--- src/cmf_defs.svh ---
`ifndef CMF_DEFS_SVH
`define CMF_DEFS_SVH

// ==========================================================
// clock and timing
`define CMF_CLK_MHZ        100
// a selected input with no true-line edge for this long is dead
`define CMF_DEAD_TIME_NS   1000
`define CMF_DEAD_CYCLES    ((`CMF_DEAD_TIME_NS * `CMF_CLK_MHZ) / 1000)

// ==========================================================
// pull-up levels of the single-ended controls when left open
`define CMF_SEL_OPEN_LEVEL  1'b1
`define CMF_GATE_OPEN_LEVEL 1'b1

// ==========================================================
// fanout width and output reset levels
`define CMF_FANOUT_NUM      5
`define CMF_TRUE_IDLE       1'b0
`define CMF_COMP_IDLE       1'b1

`endif

--- src/cmf_pkg.sv ---
`include "cmf_defs.svh"

package cmf_pkg;

   // ==========================================================
   // one differential input pair, true and complement line
   typedef struct packed {
      logic p;
      logic n;
   } cmf_pair_type;

   // ==========================================================
   // single-ended control that may be left open (pulled up)
   typedef struct packed {
      logic driven;
      logic level;
   } cmf_ctrl_type;

   // ==========================================================
   // gate change tracking against the selected clock
   typedef enum logic [1:0] {
      CMF_GATE_STEADY,
      CMF_GATE_WAIT_RISE,
      CMF_GATE_WAIT_FALL
   } cmf_gate_state_type;

   // ==========================================================
   // state of the dead input guard
   typedef struct packed {
      logic        prev_true;
      logic [15:0] idle_cnt;
      logic        dead;
   } cmf_guard_state_type;

endpackage : cmf_pkg
--- src/cmf_clock_mux_fanout_gate.sv ---
`timescale 1ns/1ns
`include "cmf_defs.svh"

// How it works
// - All five output pairs carry one identical buffered copy of the selected clock.
// - Source choice low routes pair a, high routes pair b; the other pair is ignored.
// - A source choice that nobody drives counts as high, so pair b is the default.
// - Each true output follows the selected true line and each complement is its inverse.
// - Gate high enables all outputs; gate low forces true outputs low, complements high.
// - A gate change applies only after a rising then a falling edge of the selected clock.
// - A gate input that nobody drives counts as high, so outputs are on by default.
// - A selected input that stops toggling or loses its swing is detected as invalid.

module cmf_clock_mux_fanout_gate #(
   parameter int FANOUT_NUM  = `CMF_FANOUT_NUM,
   parameter int DEAD_CYCLES = `CMF_DEAD_CYCLES
) (
   input  wire logic                  ref_clk,
   input  wire logic                  reset,
   input  wire cmf_pkg::cmf_pair_type clock_in_a,
   input  wire cmf_pkg::cmf_pair_type clock_in_b,
   input  wire cmf_pkg::cmf_ctrl_type source_choice,
   input  wire cmf_pkg::cmf_ctrl_type output_gate,
   output logic [FANOUT_NUM-1:0]      fanout_pairs_p,
   output logic [FANOUT_NUM-1:0]      fanout_pairs_n,
   output logic                       dead_input_guard_q
);

   // ==========================================================
   // module state
   typedef struct packed {
      cmf_pkg::cmf_pair_type      a;
      cmf_pkg::cmf_pair_type      b;
      logic                       sel;
      logic                       gate_req;
      logic                       prev_true;
      logic                       gate_on;
      cmf_pkg::cmf_gate_state_type gate_st;
      logic [FANOUT_NUM-1:0]      out_p;
      logic [FANOUT_NUM-1:0]      out_n;
   } cmf_top_state_type;

   cmf_top_state_type     st_q;
   cmf_top_state_type     st_d;
   cmf_pkg::cmf_pair_type sel_pair;
   logic                  dead;
   logic                  sel_rise;
   logic                  sel_fall;

   // resolve an open control to its pull-up level
   function automatic logic cmf_resolve(input cmf_pkg::cmf_ctrl_type c, input logic open_lvl);
      cmf_resolve = c.driven ? c.level : open_lvl;
   endfunction : cmf_resolve

   // ==========================================================
   // selected pair and its edges
   assign sel_pair = st_q.sel ? st_q.b : st_q.a;
   assign sel_rise = sel_pair.p && !st_q.prev_true;
   assign sel_fall = !sel_pair.p && st_q.prev_true;

   cmf_dead_input_guard #(
      .DEAD_CYCLES (DEAD_CYCLES)
   ) u_guard (
      .ref_clk (ref_clk),
      .reset   (reset),
      .pair    (sel_pair),
      .dead_q  (dead)
   );

   // ==========================================================
   // next state
   always_comb begin
      st_d           = st_q;
      st_d.a         = clock_in_a;
      st_d.b         = clock_in_b;
      st_d.sel       = cmf_resolve(source_choice, `CMF_SEL_OPEN_LEVEL);
      st_d.gate_req  = cmf_resolve(output_gate, `CMF_GATE_OPEN_LEVEL);
      st_d.prev_true = sel_pair.p;

      // gate change waits for a full rise-then-fall so no pulse is cut short
      case (st_q.gate_st)
         cmf_pkg::CMF_GATE_STEADY: begin
            if (st_q.gate_req != st_q.gate_on) begin
               st_d.gate_st = cmf_pkg::CMF_GATE_WAIT_RISE;
            end
         end
         cmf_pkg::CMF_GATE_WAIT_RISE: begin
            if (st_q.gate_req == st_q.gate_on) begin
               st_d.gate_st = cmf_pkg::CMF_GATE_STEADY;
            end else if (sel_rise) begin
               st_d.gate_st = cmf_pkg::CMF_GATE_WAIT_FALL;
            end
         end
         cmf_pkg::CMF_GATE_WAIT_FALL: begin
            if (st_q.gate_req == st_q.gate_on) begin
               st_d.gate_st = cmf_pkg::CMF_GATE_STEADY;
            end else if (sel_fall) begin
               st_d.gate_on = st_q.gate_req;
               st_d.gate_st = cmf_pkg::CMF_GATE_STEADY;
            end
         end
         default: begin
            st_d.gate_st = cmf_pkg::CMF_GATE_STEADY;
         end
      endcase

      // fanout copy, forced idle when gated off or input dead
      if (st_q.gate_on && !dead) begin
         st_d.out_p = {FANOUT_NUM{sel_pair.p}};
         st_d.out_n = {FANOUT_NUM{!sel_pair.p}};
      end else begin
         st_d.out_p = {FANOUT_NUM{`CMF_TRUE_IDLE}};
         st_d.out_n = {FANOUT_NUM{`CMF_COMP_IDLE}};
      end
   end

   // ==========================================================
   // registers; reset comes up enabled with pair b chosen, as when pins float
   always_ff @(posedge ref_clk or posedge reset) begin
      if (reset) begin
         st_q.a         <= '{p: 1'b0, n: 1'b1};
         st_q.b         <= '{p: 1'b0, n: 1'b1};
         st_q.sel       <= `CMF_SEL_OPEN_LEVEL;
         st_q.gate_req  <= `CMF_GATE_OPEN_LEVEL;
         st_q.prev_true <= 1'b0;
         st_q.gate_on   <= `CMF_GATE_OPEN_LEVEL;
         st_q.gate_st   <= cmf_pkg::CMF_GATE_STEADY;
         st_q.out_p     <= {FANOUT_NUM{`CMF_TRUE_IDLE}};
         st_q.out_n     <= {FANOUT_NUM{`CMF_COMP_IDLE}};
      end else begin
         st_q <= st_d;
      end
   end

   // outputs straight from flip-flops
   assign fanout_pairs_p     = st_q.out_p;
   assign fanout_pairs_n     = st_q.out_n;
   assign dead_input_guard_q = dead;
endmodule : cmf_clock_mux_fanout_gate

--- src/cmf_dead_input_guard.sv ---
`timescale 1ns/1ns
`include "cmf_defs.svh"

module cmf_dead_input_guard #(
   parameter int DEAD_CYCLES = `CMF_DEAD_CYCLES
) (
   input  wire logic                  ref_clk,
   input  wire logic                  reset,
   input  wire cmf_pkg::cmf_pair_type pair,
   output logic                       dead_q
);

   cmf_pkg::cmf_guard_state_type st_q;
   cmf_pkg::cmf_guard_state_type st_d;
   logic                         edge_seen;
   logic                         flat;

   // ==========================================================
   // detection: no swing or no edge for too long
   // p equal to n is the logic image of a swing collapsed to dc
   assign flat      = (pair.p == pair.n);
   assign edge_seen = (pair.p != st_q.prev_true);

   always_comb begin
      st_d           = st_q;
      st_d.prev_true = pair.p;
      if (edge_seen) begin
         st_d.idle_cnt = 16'h0000;
      end else if (st_q.idle_cnt < 16'(DEAD_CYCLES)) begin
         st_d.idle_cnt = st_q.idle_cnt + 16'h0001;
      end
      // flat or stalled input is invalid; a live edge revives it
      if (flat || (!edge_seen && st_q.idle_cnt >= 16'(DEAD_CYCLES - 1))) begin
         st_d.dead = 1'b1;
      end else if (edge_seen) begin
         st_d.dead = 1'b0;
      end
   end

   // start dead so nothing toggles before a real edge arrives
   always_ff @(posedge ref_clk or posedge reset) begin
      if (reset) begin
         st_q <= '{prev_true: 1'b0, idle_cnt: 16'h0000, dead: 1'b1};
      end else begin
         st_q <= st_d;
      end
   end

   assign dead_q = st_q.dead;
endmodule : cmf_dead_input_guard

--- config.mk ---
export PLATFORM = sky130hd
export DESIGN_NAME = cmf_clock_mux_fanout_gate
export DESIGN_NICKNAME = d
export VERILOG_FILES = /design/src/cmf_pkg.sv /design/src/cmf_clock_mux_fanout_gate.sv /design/src/cmf_dead_input_guard.sv
export VERILOG_INCLUDE_DIRS = /design/src
export SDC_FILE = /design/constraint.sdc
export NUM_CORES = 1
export LEC_CHECK = 0
export ABC_CLOCK_PERIOD_IN_PS = 5100
export BUFFER_PORTS_ARGS = -buffer_cell sky130_fd_sc_hd__buf_2
export CAP_MARGIN = 20
export CORE_MARGIN = 2
export CORE_UTILIZATION = 55
export DETAILED_ROUTE_END_ITERATION = 10
export PLACE_DENSITY_LB_ADDON = 0.15
export SLEW_MARGIN = 15
export SYNTH_ARGS = -nofsm -noshare
export SYNTH_HDL_FRONTEND = slang
export SYNTH_HIERARCHICAL = 1
export SYNTH_SLANG_ARGS = --single-unit
--- constraint.sdc ---
create_clock -name ref_clk -period 5.1 [get_ports ref_clk]
set_input_delay 0.255 -clock ref_clk [delete_from_list [all_inputs] [get_ports ref_clk]]
set_output_delay 0.255 -clock ref_clk [all_outputs]
set_load 0.05 [all_outputs]
==> out/metrics.yaml <==
outcome:
  outcome: "finished clean"
clock_network:
  insertion_delay_ns: 0.32
  cts.repair.resized: 0
  cts.clk_slew.worst_paths_ns: 0.10
  cts_buffers: 5
  cts_tree: "done"
  cts_sinks: 30
  htree_levels: 2
  clockBufferDepth: 2
  root_buffer: "clkbuf_4"
  post_cts.repair.setup_buffers: 0
final_layout:
  layout.cells.non_filler: 156
  area_growth_syn_to_layout_pct: 8.78
  final_cell_mix: "dfrtp_1, buf_2, and2_1, inv_1, dfstp_2"
  nNetsFinal: 138
  final_util_pct: 63.9
  num_antenna_cells: 0
  fill_cells: 185
  final_common_cell: "dfrtp_1"
  layout-drive-gt1-share_pct: 32.0
logic_synthesis:
  synthDistinctLibCells: 36
  ys_ff_latch: 30
  ys.warnings.count: 6
  synth_seq_area_share_pct: 57.9
  avgSynthCellArea_um2: 11.8
  postSynthCellCount: 111
  synth_fp_nets: 122
  syn_area_um2: 1310
drt:
  drt-total-wl_mm: 2.02
  via_per_inst: 5.27
  drtIter0Drc: 20
  num_vias: 822
  drc: 0
  ant_nets: 0
  first_pass_iters: 4
  post_drt_wl_per_cell_um: 13.0
global_routing:
  use_met3_pct: 7.71
  use_met1_pct: 23.7
  grt_busiest_layer: "met2"
  met2_usage_pct: 29.0
  antenna_found_initial: 0
  grt_max_degree: 19
  grt-ovfl-total: 0
  grt_pass1_wl_mm: 3.51
  grt.total_usage_pct: 19.1
  grt_pass1_vias: 815
die:
  rows: 17
  dieArea_um2: 2790
  initial_utilization_pct: 58.7
  die_h_um: 52.8
  io_pins: 21
  fp.dieW_um: 52.8
  coreArea_um2: 2230
power:
  pwr-share-clk_pct: 27.4
  switching_power_w: 0.000164
  p_leak_nw: 0.674
  peakVddDrop_uv: 236
  switching_share_pct: 31.1
  p_int_w: 0.000364
  combPwrFrac_pct: 19.1
  p_seq_share_pct: 53.5
  p_per_area_nw_per_um2: 370
sta:
  worstMarginPinSlew_ns: 0.811
  fin_ws_ns: 3.00
  setup_viol: 0
  hold_slack_ns: 0.0292
  final.setup.tns_ns: 0
  slew_viol_final: 0
  period_needed_ns: 2.10
  hold_viol: 0
  slew-limit-headroom_pct: 45.6
  rsz0062_at_grt: "no"
  finalCritPeriodShare_pct: 41.1
  max_freq_mhz: 477
  final.setup_skew_ns: 0.0127
worst_setup_path:
  critical_path_class: "flop to flop"
  worstSetupEndpointType: "flop"
  required_ns: 5.34
  start_kind: "flop"
  worstPathArrival_ns: 2.33
  cp_max_fo: 13
placed_design:
  place_ws_ns: 2.99
  place_inst: 147
  place.gp.congestion: 0.784
  place_hpwl_mm: 1.46
  io_buffers: 20
flow_run:
  maxCapViolCount: 0
hold_path:
  hp-class: "input pin to flop"
power groups by stage:
stage / registers (W) / clock network, W / logic (W)
floorplan: 0.000287 / 0 / 0.0000886
global placement: 0.000286 / 0 / 0.0000999
detailed placement: 0.000286 / 0 / 0.000103
CTS: 0.000282 / 0.000150 / 0.000102
global route: 0.000286 / 0.000160 / 0.000113
finish: 0.000282 / 0.000145 / 0.000101
critical path: stages, from the launching register on:
cell and delay [ns]:
dfstp_2 0.56, mux2i_2 0.28, inv_1 0.19, xnor2_1 0.68, nand2_1 0.10, o21ai_0 0.19
area by class of cell:
class	count	area [µm²]	area share, %
clock buffer	7	55.1	3.86
clock inverter	1	5.00	0.351
inverter	7	26.3	1.84
multi-input combinational	62	435	30.5
sequential	30	759	53.2
tap	28	35.0	2.46
timing repair buffer	21	110	7.72
flip-flops by register name, indices dropped and copies added (netlist names):
signal / flops
st_q: 10
fanout_pairs_n: 1
fanout_pairs_p: 1
u_guard/dead_q: 1
u_guard/st_q: 17
kinds of logic (layout without fill, tap and decap cells):
family / count (synthesis) / count (layout) / synth area share (%)
AOI/OAI and AO/OA: 18 / 18 / 9.64
xor gates and xnor gates: 4 / 4 / 2.67
adders and majority gates: 1 / 1 / 0.954
buffers and inverters: 19 / 36 / 8.87
DFF: 30 / 30 / 57.9
muxes: 3 / 3 / 2.77
and+or+nand+nor: 36 / 36 / 17.2
cells in the mapped netlist:
library cell,count,area share [%]
o21a_1,1,0.57
nand3_1,5,1.9
nor4_4,1,1.6
clkbuf_1,1,0.29
dfstp_2,7,14
nor2b_1,3,1.4
nand3b_1,1,0.57
or3_1,3,1.4
nor3b_1,1,0.57
a31oi_1,1,0.48
ha_1,1,0.95
and2_1,8,3.8
mux2i_2,1,1.0
nor4_1,2,0.95
xnor2_1,1,0.67
inv_1,7,2.0
xor2_1,3,2.0
nor2_1,2,0.57
and2_2,1,0.57
buf_4,10,5.7
dfrtp_1,23,44
o211ai_1,1,0.57
mux2_1,1,0.86
a22oi_1,1,0.57
buf_6,1,0.86
o21bai_1,2,1.1
o41ai_1,2,1.3
o21ai_0,5,1.9
o2111ai_2,1,1.1
nand2_1,4,1.1
a21oi_1,3,1.1
mux2_2,1,0.86
o31a_2,1,0.76
nor3_2,1,0.76
nand2b_1,3,1.4
nor3_1,1,0.38
final timing paths:
| check | startpoint | cells after the start | slack, ns | to |
|---|---|---|---|---|
| worst max-delay path | st_q[15]$_DFF_PP1_ | 5 | 3.00 | u_guard/st_q[2]$_DFFE_PP0P_ |
| worst min-delay path | clock_in_a[0] | 1 | 0.03 | st_q[18]$_DFF_PP1_ |
| worst max register to register | st_q[15]$_DFF_PP1_ | 5 | 3.00 | u_guard/st_q[2]$_DFFE_PP0P_ |
| worst min register to register | u_guard/st_q[12]$_DFFE_PP0P_ | 1 | 0.49 | u_guard/st_q[12]$_DFFE_PP0P_ |
| max in group asynchronous | reset | 3 | 4.09 | u_guard/st_q[14]$_DFFE_PP0P_ |
| min in group asynchronous | reset | 3 | 0.47 | st_q[13]$_DFF_PP0_ |
through the flow:
stage	instance area (µm²)	total power [W]
2_1_floorplan	1310	0.000375
3_3_place_gp	1360	0.000386
3_5_place_dp	1360	0.000389
4_1_cts	1430	0.000535
5_1_grt	1430	0.000559
6_report	1430	0.000528
per-layer routing:
| metal | part of all wire [%] | up-vias |
|---|---|---|
| met5 | 0 | - |
| met4 | 1.5 | 0 |
| met3 | 5.2 | 4 |
| met2 | 45 | 27 |
| met1 | 48 | 390 |
| li1 | - | 401 |
repair_timing:
action,CTS,global route
hold buffers,1,0
endpoints found under the hold margin,6,0
endpoints found under the setup margin,0,0
Note: power is estimated with default switching activity, not from simulation.
